==> src/hw/sps_pkg.sv <==
`default_nettype none
// ============================================================
// shared constants for the status pin selection logic
package sps_pkg;
	// width of the selection field
	localparam int SPS_SEL_W = 6;
	// selection codes handled by this block
	localparam logic [5:0] SPS_SEL_SYNC_CLK = 6'h0B;
	localparam logic [5:0] SPS_SEL_SYNC_DATA = 6'h0C;
	localparam logic [5:0] SPS_SEL_ASYNC_DATA = 6'h0D;
	localparam logic [5:0] SPS_SEL_CARRIER = 6'h0E;
	localparam logic [5:0] SPS_SEL_CRC_OK = 6'h0F;
	// received signal strength width
	localparam int SPS_RSSI_W = 8;
	// entries in the receive bit buffer
	localparam int SPS_BUF_DEPTH = 2;
	// reset levels
	localparam logic SPS_PIN_RST = 1'b0;
	localparam logic SPS_FLAG_RST = 1'b0;
endpackage
`default_nettype wire

==> src/hw/sps_bit_buffer.sv <==
`default_nettype none
// ============================================================
// small valid/ready buffer holding received bits
module sps_bit_buffer #(
	parameter int WIDTH = 1,
	parameter int DEPTH = 2
) (
	input wire logic clk,
	input wire logic rst_b,
	input wire logic [WIDTH-1:0] in_data,
	input wire logic in_valid,
	output logic in_ready,
	output logic [WIDTH-1:0] out_data,
	output logic out_valid,
	input wire logic out_ready
);
	localparam int AW = (DEPTH > 1) ? $clog2(DEPTH) : 1;
	// storage words
	logic [WIDTH-1:0] mem_q [DEPTH];
	// write and read pointers
	logic [AW-1:0] wr_ptr_q;
	logic [AW-1:0] rd_ptr_q;
	// number of stored words
	logic [AW:0] count_q;
	wire push = in_valid && in_ready;
	wire pop = out_valid && out_ready;

	// pointer wrap shared by both ends
	function automatic logic [AW-1:0] next_ptr(input logic [AW-1:0] p);
		next_ptr = (p == AW'(DEPTH - 1)) ? '0 : p + AW'(1);
	endfunction

	assign in_ready = (count_q != (AW+1)'(DEPTH));
	assign out_valid = (count_q != '0);
	assign out_data = mem_q[rd_ptr_q];

	// storage write, no reset needed on data
	always_ff @(posedge clk) begin
		if (push) begin
			mem_q[wr_ptr_q] <= in_data;
		end
	end

	// pointer and count upkeep
	always_ff @(posedge clk or negedge rst_b) begin
		if (!rst_b) begin
			wr_ptr_q <= '0;
			rd_ptr_q <= '0;
			count_q <= '0;
		end else begin
			if (push) wr_ptr_q <= next_ptr(wr_ptr_q);
			if (pop) rd_ptr_q <= next_ptr(rd_ptr_q);
			if (push && !pop) count_q <= count_q + (AW+1)'(1);
			else if (pop && !push) count_q <= count_q - (AW+1)'(1);
		end
	end
endmodule
`default_nettype wire

==> src/hw/sps_status_pin.sv <==
// Contract
// - code 11 drives pin with serial clock
// - receive: data changes on clock falling edge
// - transmit: data sampled on clock rising edge
// - code 12 outputs synchronous received data
// - code 13 outputs received data, no clock
// - crc flag high on match, cleared on restart; a match in the same cycle as a restart wins and sets it
// - code 14 high while strength above threshold
`default_nettype none
// ============================================================
// status pin signal selection
module sps_status_pin
	import sps_pkg::*;
(
	input wire logic core_clk,
	input wire logic rst_b,
	input wire logic [SPS_SEL_W-1:0] pin_select,
	input wire logic pin_output_invert_flag,
	input wire logic rx_mode,
	input wire logic rx_restart,
	input wire logic link_clk,
	input wire logic host_data,
	input wire logic rx_bit,
	input wire logic rx_bit_valid,
	output logic rx_bit_ready,
	input wire logic crc_done,
	input wire logic crc_match,
	input wire logic [SPS_RSSI_W-1:0] rssi,
	input wire logic [SPS_RSSI_W-1:0] cs_threshold,
	output logic general_status_pin,
	output logic tx_bit,
	output logic tx_bit_valid
);
	// ============================================================
	// synchronisers
	logic lclk_m_q; // first stage, read only by second
	logic lclk_s_q; // synchronised serial clock
	logic lclk_p_q; // previous synchronised clock
	logic hdat_m_q; // first stage of host data
	logic hdat_s_q; // synchronised host data

	// two flops per outside input
	always_ff @(posedge core_clk or negedge rst_b) begin
		if (!rst_b) begin
			lclk_m_q <= 1'b0;
			lclk_s_q <= 1'b0;
			hdat_m_q <= 1'b0;
			hdat_s_q <= 1'b0;
		end else begin
			lclk_m_q <= link_clk;
			lclk_s_q <= lclk_m_q;
			hdat_m_q <= host_data;
			hdat_s_q <= hdat_m_q;
		end
	end

	// ============================================================
	// edge detection on the clock as seen at the pin
	// history flop resets to the idle low link level, so neither reset
	// nor a change of the invert flag can fake an edge
	wire raw_rise = lclk_s_q && !lclk_p_q;
	wire raw_fall = !lclk_s_q && lclk_p_q;
	wire pin_fall = pin_output_invert_flag ? raw_rise : raw_fall;
	wire pin_rise = pin_output_invert_flag ? raw_fall : raw_rise;

	// remember last synchronised clock
	always_ff @(posedge core_clk or negedge rst_b) begin
		if (!rst_b) begin
			lclk_p_q <= 1'b0;
		end else begin
			lclk_p_q <= lclk_s_q;
		end
	end

	// ============================================================
	// receive bit buffer, a stall upstream loses nothing
	logic buf_bit;
	logic buf_valid;
	wire buf_pop = rx_mode && pin_fall;
	sps_bit_buffer #(
		.WIDTH(1),
		.DEPTH(SPS_BUF_DEPTH)
	) u_buf (
		.clk(core_clk),
		.rst_b(rst_b),
		.in_data(rx_bit),
		.in_valid(rx_bit_valid),
		.in_ready(rx_bit_ready),
		.out_data(buf_bit),
		.out_valid(buf_valid),
		.out_ready(buf_pop)
	);

	// ============================================================
	// receive data output register
	logic rx_out_q; // bit presented on the pin
	logic rx_out_d;
	// new bit only on falling edge
	assign rx_out_d = (buf_pop && buf_valid) ? buf_bit : rx_out_q;

	// data register, holds when buffer runs dry
	always_ff @(posedge core_clk or negedge rst_b) begin
		if (!rst_b) begin
			rx_out_q <= SPS_PIN_RST;
		end else begin
			rx_out_q <= rx_out_d;
		end
	end

	// ============================================================
	// transmit sampling
	logic tx_bit_q;
	logic tx_valid_q;
	// sample host bit on rising edge
	wire tx_take = !rx_mode && pin_rise;

	// capture host bit, valid for one cycle
	always_ff @(posedge core_clk or negedge rst_b) begin
		if (!rst_b) begin
			tx_bit_q <= 1'b0;
			tx_valid_q <= 1'b0;
		end else begin
			tx_valid_q <= tx_take;
			if (tx_take) tx_bit_q <= hdat_s_q;
		end
	end
	assign tx_bit = tx_bit_q;
	assign tx_bit_valid = tx_valid_q;

	// ============================================================
	// checksum and carrier flags
	logic crc_ok_q;
	logic cs_q;
	wire crc_set = crc_done && crc_match;
	wire crc_clr = rx_restart || (crc_done && !crc_match);

	// set beats a clear in the same cycle
	always_ff @(posedge core_clk or negedge rst_b) begin
		if (!rst_b) begin
			crc_ok_q <= SPS_FLAG_RST;
		end else if (crc_set) begin
			crc_ok_q <= 1'b1;
		end else if (crc_clr) begin
			crc_ok_q <= 1'b0;
		end
	end

	always_ff @(posedge core_clk or negedge rst_b) begin
		if (!rst_b) begin
			cs_q <= SPS_FLAG_RST;
		end else begin
			cs_q <= (rssi > cs_threshold);
		end
	end

	// ============================================================
	// pin selection; unlisted codes give a low level before inversion
	// clock code uses the synchronised link clock
	wire sel_clk = (pin_select == SPS_SEL_SYNC_CLK);
	wire sel_sdat = (pin_select == SPS_SEL_SYNC_DATA);
	// asynchronous data code, same bit without a clock
	wire sel_adat = (pin_select == SPS_SEL_ASYNC_DATA);
	wire sel_cs = (pin_select == SPS_SEL_CARRIER);
	wire sel_crc = (pin_select == SPS_SEL_CRC_OK);
	wire raw_level = (sel_clk & lclk_s_q) | ((sel_sdat | sel_adat) & rx_out_q)
		| (sel_cs & cs_q) | (sel_crc & crc_ok_q);
	logic pin_q;

	always_ff @(posedge core_clk or negedge rst_b) begin
		if (!rst_b) begin
			pin_q <= SPS_PIN_RST;
		end else begin
			pin_q <= raw_level ^ pin_output_invert_flag;
		end
	end
	assign general_status_pin = pin_q;
endmodule
`default_nettype wire

==> config.mk <==
export PLATFORM = sky130hd
export DESIGN_NAME = sps_status_pin
export DESIGN_NICKNAME = d
export VERILOG_FILES = /design/src/hw/sps_pkg.sv /design/src/hw/sps_bit_buffer.sv /design/src/hw/sps_status_pin.sv
export SDC_FILE = /design/constraint.sdc
export NUM_CORES = 1
export LEC_CHECK = 0
export BUFFER_PORTS_ARGS = -buffer_cell sky130_fd_sc_hd__clkbuf_2
export CAP_MARGIN = 20
export CORE_MARGIN = 2
export CORE_UTILIZATION = 46
export CTS_CLUSTER_SIZE = 30
export DETAILED_ROUTE_END_ITERATION = 16
export HOLD_SLACK_MARGIN = 0.1
export PLACE_DENSITY = 0.87
export SLEW_MARGIN = 30
export SYNTH_ARGS = -nofsm -noshare
export SYNTH_HDL_FRONTEND = slang
export SYNTH_SLANG_ARGS = --single-unit
==> constraint.sdc <==
create_clock -name core_clk -period 1.95 [get_ports core_clk]
set_clock_uncertainty 0.05 [all_clocks]
set_input_delay 0.39 -clock core_clk [delete_from_list [all_inputs] [get_ports core_clk]]
set_output_delay 0.39 -clock core_clk [all_outputs]
set_load 0.01 [all_outputs]
==> results of run 1 <==
-- what timing repair did --
item / CTS / global route
hold endpoints to repair: 15 / 0
hold buffers: 1 / 0
setup buffers: 0 / 0
-- power by group --
part | switching [mW] | internal (mW)
clock network | 0.112 | 0.0762
logic | 0.137 | 0.163
registers | 0.0576 | 0.442
total | 0.306 | 0.682
-- cells in the mapped netlist, drive strengths merged --
master   n
a211oi   1
a21boi   1
a21oi    6
and3     1
and4b    1
dfrtp   15
edfxtp   2
ha       9
inv     10
mux2     3
nand2    2
nand2b   4
nand3    1
nand4    2
nor2     5
nor2b    2
nor3b    1
nor4     1
o211ai   2
o21ai    2
o32a     1
xnor2    2
xor2     4
-- cells by family after synthesis --
| family | after synthesis |
|---|---|
| buf+inv | 10 |
| mux | 3 |
| compound gates | 13 |
| flops | 17 |
| xor+xnor | 6 |
| fa+ha+maj | 9 |
| simple gates | 20 |
-- area by class of cell --
type	count	share of cell area (%)
multi-input cells	51	36.7
well taps	25	2.74
inverters	10	3.29
flip-flops and latches	17	38.2
repair buffers	37	16.7
clock inverters	1	0.439
clock buffers	3	1.98
-- worst max-delay path, stage by stage, from the launching register on --
cell      delay, ns
dfrtp_1        0.43
nor2b_2        0.16
nor2_2         0.07
a211oi_4       0.31
inv_1          0.08
ha_1           0.33
nor2_1         0.15
xor2_1         0.16
-- metrics by stage --
step           util [%]  power, mW  hold WS (ns)
3_3_place_gp       61.8      0.787         0.265
3_5_place_dp       61.8      0.808         0.272
2_1_floorplan         -      0.701        0.0444
5_1_grt            63.9       1.05         0.132
6_report           63.9      0.988         0.149
4_1_cts            63.9      0.999         0.142
-- metal layers --
layer	wire [um]	share of wire, %
met1	632	37
met2	972	58
met3	63	3.7
met4	19	1.1
met5	0	0
-- final timing paths --
check	from	to	slack [ns]	cells past startpoint
setup / recovery	lclk_s_q	u_buf.count_q[1]	0.14	7
hold / removal	link_clk	lclk_m_q	0.15	1
setup reg to reg	lclk_s_q	u_buf.count_q[1]	0.14	7
hold reg to reg	lclk_m_q	lclk_s_q	0.31	0
max in group asynchronous	rst_b	u_buf.wr_ptr_q	1.11	2
min in group asynchronous	rst_b	general_status_pin	0.48	2
-- sequential cells by signal (all words and copies together) (netlist names) --
| name | cells |
|---|---|
| tx_bit_valid | 1 |
| crc_ok_q | 1 |
| hdat_s_q | 1 |
| u_buf.rd_ptr_q | 1 |
| u_buf.mem_q | 2 |
| lclk_m_q | 1 |
| tx_bit | 1 |
| lclk_s_q | 1 |
| rx_out_q | 1 |
| u_buf.count_q | 2 |
| u_buf.wr_ptr_q | 1 |
| lclk_p_q | 1 |
| hdat_m_q | 1 |
| general_status_pin | 1 |
| cs_q | 1 |
==> impl_metrics.toml, run 1 <==
[cts]
clock_latency_ns = 0.29
numCtsBuffers = 3
cts_tree = "yes"
clock-sinks = 17
ctsLongestPathBuffers = 2
cts_resized = 0
h-tree-depth = 1
root_buffer = "clkbuf_4"
clk_pin_slew_ns = 0.10

[floorplan]
start_util_pct = 50.0
die_w_um = 48.0
pin_count = 37
rows = 15
core_mm2 = 0.00178
die_h_um = 48.0
dieArea_mm2 = 0.00230

[logic_synthesis]
synth-simple-area-share_pct = 13.3
ys_warn_count = 0
seq_area_frac_synth_pct = 48.9
synth_xor_area_share_pct = 5.90
synth_fa_ha_area_share_pct = 12.6
yosys.area.top_type = "dfrtp_1"
synth-seq-cells = 17
synth_top_family_by_area = "simple AND/OR/NAND/NOR gates"
synth_top_area_share_pct = 42.1
syn-num-nets = 120
syn_area_um2 = 891
synthMuxAreaShare_pct = 4.63
yosysUniqueCellTypes = 26
synthTopCellsByArea = "dfrtp_1 42%, ha_1 13%, edfxtp_1 6.7%, inv_1 4.2%, xor2_1 3.9%"
synth_cells = 78
synth-compound-area-share_pct = 10.4
syn_area_per_cell_um2 = 11.4

[final_layout]
num-nets-final = 162
register_area_um2 = 435
multi_input_area_um2 = 418
n_antenna_cell = 0
final_cell_count_no_fill = 144
finalInstanceArea_mm2 = 0.00114
fill_cells = 157
area_delta_synth_final_pct = 27.9
layout_common_cells = "36 x clkbuf_2, 15 x dfrtp_1, 10 x inv_1"
drive_above_1_share_pct = 39.5
layout_commonest_cell = "clkbuf_2"

[sta]
min_period_over_period_pct = 92.6
clock.fmax_ghz = 0.554
tightest_slew_ns = 0.428
setup_tns_ns = 0
grt_setup_unrepaired = "false"
hold_viol_final = 0
post-route-min-period_ns = 1.81
slew_headroom_pct = 71.2
layout_setup_ws_ns = 0.144
setup_viol = 0
slew_viol_final = 0

[route]
drt_wl_total_mm = 1.69
drt-vias-per-instance = 4.76
route.detailed.drc = 0
drtIter0Drc = 8
dr.pass1.iters = 2
route.vias.total = 686
ant_nets = 0
wl_per_cell_um = 11.7

[outcome]
status = "finished clean"

[worst_hold_path]
hold_path_class = "in -> reg"

[placement]
place.gp.congestion = 0.735
place_inst = 139
dp_hpwl_mm = 1.44
dpl_cell_area_mm2 = 0.00110
io_buffers = 36
pre_cts_ws_ns = 0.154

[global_route]
gr-usage-all-layers_pct = 16.4
grt_busiest_layer = "met2"
use_met1_pct = 16.2
grt_pass1_vias = 624
grt_max_degree = 16
overflow = 0
grt_pass1_wl_mm = 2.46
gr-usage-met3_pct = 3.40
grt_antenna_before_repair = 0
grt_use_met2_pct = 29.3

[critical_path]
cp-end-kind = "register"
critPathLaunchType = "register"
crit_arrival_ns = 1.97
worstPathMaxFanout = 5
crit_required_ns = 2.12
crit_type = "reg -> reg"

[power]
ir_drop_v = 0.000392
p_per_area_mw_per_mm2 = 867
p_leak_nw = 0.595

[run]
cap_violations = 0
Note: power is estimated with default switching activity, not from simulation.
==> inputs of run 2 (changes only) <==
SKIP_LAST_GASP = 1   (was unset)
clock period = 1.75 ns   (was 1.95 ns; I/O delays follow)
==> run 2 against run 1 <==
  * Power is 12% higher
  * Combinational power up 18%
  * Sequential share of layout area is 0.94 points lower
  * First-iteration DRC count decreased by 63%
  * Fmax rose by 11%
  * Setup slack worse by 0.022 ns
  * Non-clock buffer count up 3
  * Global-route usage up 0.62 points
  * Sequential power grew 12%
  * Clock-buffer cell count is 1 higher
  * Clock power about the same
  * Highest routed layer unchanged
==> impl_metrics.toml, run 2 (synthesis gave the netlist of run 1 again) <==
[critical_path]
max_stage_delay_ns = 0.42
critPathLaunchType = "register"
worst_path_most_repeated_cell = "xor2_1"
crit_type = "reg -> reg"
crit_arrival_ns = 1.78
worstPathMaxFanout = 3
worst_path_max_delay_cell = "dfrtp_1"
crit_path_cell_trace = "nor2b_4 > nor2_2 > a211oi_4 > inv_1 > ha_2 > xor2_1 > nor2_1 > xor2_1"
crit_required_ns = 1.90
cp-end-kind = "register"
r2r_slack_ns = 0.12

[sta]
hold_viol_final = 0
post-route-min-period_ns = 1.63
clock.fmax_ghz = 0.614
setup_tns_ns = 0
slew_viol_final = 0
setup_viol = 0
slew_headroom_pct = 76.2
tightest_slew_ns = 0.357
holdWs_ns = 0.130
min_period_over_period_pct = 93.0
grt_setup_unrepaired = "true"

[global_route]
grt_pass1_wl_mm = 2.53
grt_pass1_vias = 701
overflow = 0
grt_antenna_before_repair = 0
grt_max_degree = 16
gr-usage-all-layers_pct = 17.0

[floorplan]
start_util_pct = 50.0
rows = 15
core_mm2 = 0.00178
die_h_um = 48.0
pin_count = 37
die_w_um = 48.0
dieArea_mm2 = 0.00230

[final_layout]
layout_commonest_cell = "clkbuf_2"
num-nets-final = 165
layout_common_cells = "36 x clkbuf_2, 15 x dfrtp_1, 10 x inv_1"
n_antenna_cell = 0
final_cell_count_no_fill = 147
area_delta_synth_final_pct = 31.2
largestRegisters = "u_buf.count_q (2), u_buf.mem_q (2)"
drive_above_1_share_pct = 41.0

[cts]
clk_pin_slew_ns = 0.08
numCtsBuffers = 3
root_buffer = "clkbuf_4"
clock_latency_ns = 0.27
cts_tree = "yes"
h-tree-depth = 1
clock-sinks = 17
ctsLongestPathBuffers = 2

[power]
p_per_area_mw_per_mm2 = 943
p_leak_nw = 0.610
ir_drop_v = 0.000499

[route]
drt_wl_total_mm = 1.72
ant_nets = 0
drtIter0Drc = 3
dr.pass1.iters = 4
route.vias.total = 705
wl_per_cell_um = 11.7
drt-vias-per-instance = 4.80
route.detailed.drc = 0

[placement]
dp_hpwl_mm = 1.47
place_inst = 140
place.gp.congestion = 0.784
io_buffers = 36

[outcome]
status = "finished clean"

[worst_hold_path]
hold_path_class = "in -> reg"

[run]
cap_violations = 0
-- run 2: stage by stage --
stage,util [%],worst slack [ns],total power [mW],cell area (um2)
6_report,65.5,0.122,1.10,1170
5_1_grt,65.5,-0.00240,1.19,1170
4_1_cts,64.3,0.0378,1.11,1150
3_5_place_dp,62.2,0.0617,0.908,1110
3_3_place_gp,62.2,0.166,0.878,1110
2_1_floorplan,-,0.139,0.781,891
-- run 2: worst max-delay path, delay by kind of cell (launching register included) --
| family | cells | cell delay (ns) |
|---|---|---|
| xor+xnor | 2 | 0.29 |
| fa+ha+maj | 1 | 0.18 |
| compound gates | 1 | 0.22 |
| simple gates | 3 | 0.31 |
| buf+inv | 1 | 0.07 |
| flops | 1 | 0.42 |
-- run 2: metal layers --
metal	vias to the layer above	global-route usage [%]	wire, um
li1	359	-	-
met3	2	3.77	65
met4	0	12.4	19
met5	-	0	0
met1	321	12.5	617
met2	23	35.7	1020
-- run 2: layout make-up --
cell class                      count  area [um2]
Fill cell                         145         614
Clock buffer                        4        26.3
Tap cell                           25        31.3
Multi-Input combinational cell     51         425
Timing Repair Buffer               40         213
Sequential cell                    17         435
Inverter                           10        37.5
-- run 2: path summary, 6_finish.rpt --
check,end,cells after the start,start
max in group asynchronous,lclk_s_q,2,rst_b
min,lclk_m_q,1,link_clk
min reg2reg,lclk_s_q,0,lclk_m_q
max reg2reg,u_buf.count_q[1],8,lclk_s_q
min in group asynchronous,u_buf.rd_ptr_q,2,rst_b
max,u_buf.count_q[1],8,lclk_s_q
-- run 2: power by group --
part	leakage (nW)	internal [mW]	switching [mW]
Sequential	0.197	0.493	0.0649
Combinational	0.398	0.193	0.160
Clock	0.0150	0.0883	0.103
Total	0.610	0.774	0.328
-- run 2: what timing repair did --
action                                 CTS  global route
hold buffers                             1             0
setup buffers                            0             2
setup endpoints to repair                0             1
resized for setup                        0             3
endpoints found under the hold margin   15             0
==> inputs of run 3 (changes only) <==
CORE_UTILIZATION = 50   (was 46)
PLACE_DENSITY = 0.93   (was 0.87)
clock period = 2 ns   (was 1.75 ns; I/O delays follow)
==> run 3 against run 2 <==
  * Cell area down 2.6%
  * Clock power down 8%
  * Register-to-register slack better by 0.09 ns
  * Setup slack better by 0.086 ns
  * First-iteration DRC count rose to 3.0 times the previous value
  * Power down 13%
  * Critical path depth down 1
  * Final cell count down 2.0%
  * Global-route usage up 2.2 points
  * Die area down 7.3%
  * Largest cell class unchanged
  * Largest power group unchanged
==> impl_metrics.toml, run 3 (synthesis gave the netlist of run 1 again) <==
[floorplan]
dieArea_mm2 = 0.00214
die_h_um = 46.2
rows = 15
die_w_um = 46.2
start_util_pct = 52.2
core_mm2 = 0.00171
pin_count = 37

[critical_path]
path_delay_family = "flip-flops"
crit_path_cell_trace = "nor2b_2 > nor2_2 > a211oi_4 > inv_1 > ha_1 > nor2_1 > xor2_1"
crit_type = "reg -> reg"
worst_path_max_delay_cell = "dfrtp_1"
critPathLaunchType = "register"
crit_required_ns = 2.16
cp-end-kind = "register"
max_stage_delay_ns = 0.44
worstPathMaxFanout = 5
path_buf_inv = 1
crit_arrival_ns = 1.95

[final_layout]
num-nets-final = 162
multi_input_area_um2 = 418
drive_above_1_share_pct = 38.7
layout_commonest_cell = "clkbuf_2"
register_area_um2 = 435
layout_common_cells = "36 x clkbuf_2, 15 x dfrtp_1, 10 x inv_1"
n_antenna_cell = 0
area_delta_synth_final_pct = 27.8
largestRegisters = "u_buf.count_q (2), u_buf.mem_q (2)"
fill_cells = 138

[route]
drtIter0Drc = 9
dr.pass1.iters = 4
route.detailed.drc = 0
ant_nets = 0
drt_wl_total_mm = 1.72
wl_per_cell_um = 11.9
route.vias.total = 735
drt-vias-per-instance = 5.10

[global_route]
gr-usage-all-layers_pct = 19.2
overflow = 0
grt_pass1_wl_mm = 2.77
grt_max_degree = 16
grt_pass1_vias = 707
grt_antenna_before_repair = 0

[outcome]
status = "finished clean"

[cts]
postCtsSetupBuffers = 0
cts_tree = "yes"
h-tree-depth = 1
ctsLongestPathBuffers = 2
numCtsBuffers = 3
clock_latency_ns = 0.28
root_buffer = "clkbuf_4"
clk_pin_slew_ns = 0.09
clock-sinks = 17

[power]
ir_drop_v = 0.000468
p_leak_nw = 0.592
p_per_area_mw_per_mm2 = 845

[sta]
slew_viol_final = 0
min_period_over_period_pct = 89.6
setup_tns_ns = 0
post-route-min-period_ns = 1.79
setup_viol = 0
slew_headroom_pct = 75.1
hold_viol_final = 0
grt_setup_unrepaired = "false"
tightest_slew_ns = 0.370
layout_setup_ws_ns = 0.208
clock.fmax_ghz = 0.558

[placement]
place.gp.congestion = 0.782
pre_cts_ws_ns = 0.202
io_buffers = 36
dp_hpwl_mm = 1.44

[worst_hold_path]
hold_path_class = "in -> reg"

[run]
cap_violations = 0
run 3: through the flow:
stage,area [um2],instances,util (%),hold slack (ns),power (mW)
after floorplan,891,78,-,0.0544,0.683
after global placement,1100,139,64.5,0.274,0.768
after detailed placement,1100,139,64.5,0.275,0.790
after CTS,1140,144,66.7,0.159,0.970
after global routing,1140,144,66.7,0.165,1.02
final,1140,144,66.7,0.167,0.962
run 3: area by class of cell:
| cell class | count | share of cell area, % |
|---|---|---|
| inverter | 10 | 3.30 |
| sequential | 17 | 38.2 |
| clock buffer | 4 | 2.31 |
| tap | 25 | 2.75 |
| multi-input combinational | 51 | 36.7 |
| timing repair buffer | 37 | 16.7 |
run 3: timing repair:
action | CTS | global route
hold endpoints to repair | 15 | 0
hold buffers | 1 | 0
resized for setup | 0 | 0
run 3: path summary, 6_finish.rpt:
kind                            from               end  slack (ns)  cells past startpoint
min reg2reg                 hdat_m_q          hdat_s_q        0.31                      0
min                        host_data          hdat_m_q        0.17                      1
max                         lclk_s_q  u_buf.count_q[1]        0.21                      7
max in group asynchronous      rst_b          rx_out_q        1.14                      2
max reg2reg                 lclk_s_q  u_buf.count_q[1]        0.21                      7
min in group asynchronous      rst_b          lclk_p_q        0.50                      2
run 3: worst reg2reg max path, cell delays in order (launching register included):
cell and delay [ns]:
dfrtp_1 0.44, nor2b_2 0.17, nor2_2 0.06, a211oi_4 0.29
inv_1 0.08, ha_1 0.33, nor2_1 0.14, xor2_1 0.16
run 3: power breakdown:
part / switching, mW / internal [mW]
clock: 0.0985 / 0.0775
combinational: 0.137 / 0.160
sequential: 0.0573 / 0.431
total: 0.293 / 0.669
run 3: layer usage:
| layer | global-route usage (%) | vias to the layer above | wire length (um) | share of wire (%) |
|---|---|---|---|---|
| met3 | 3.14 | 6 | 67 | 3.9 |
| met4 | 14.9 | 0 | 57 | 3.3 |
| li1 | - | 354 | - | - |
| met2 | 33.9 | 29 | 951 | 55 |
| met1 | 19.8 | 346 | 640 | 37 |
| met5 | 0 | - | 0 | 0 |
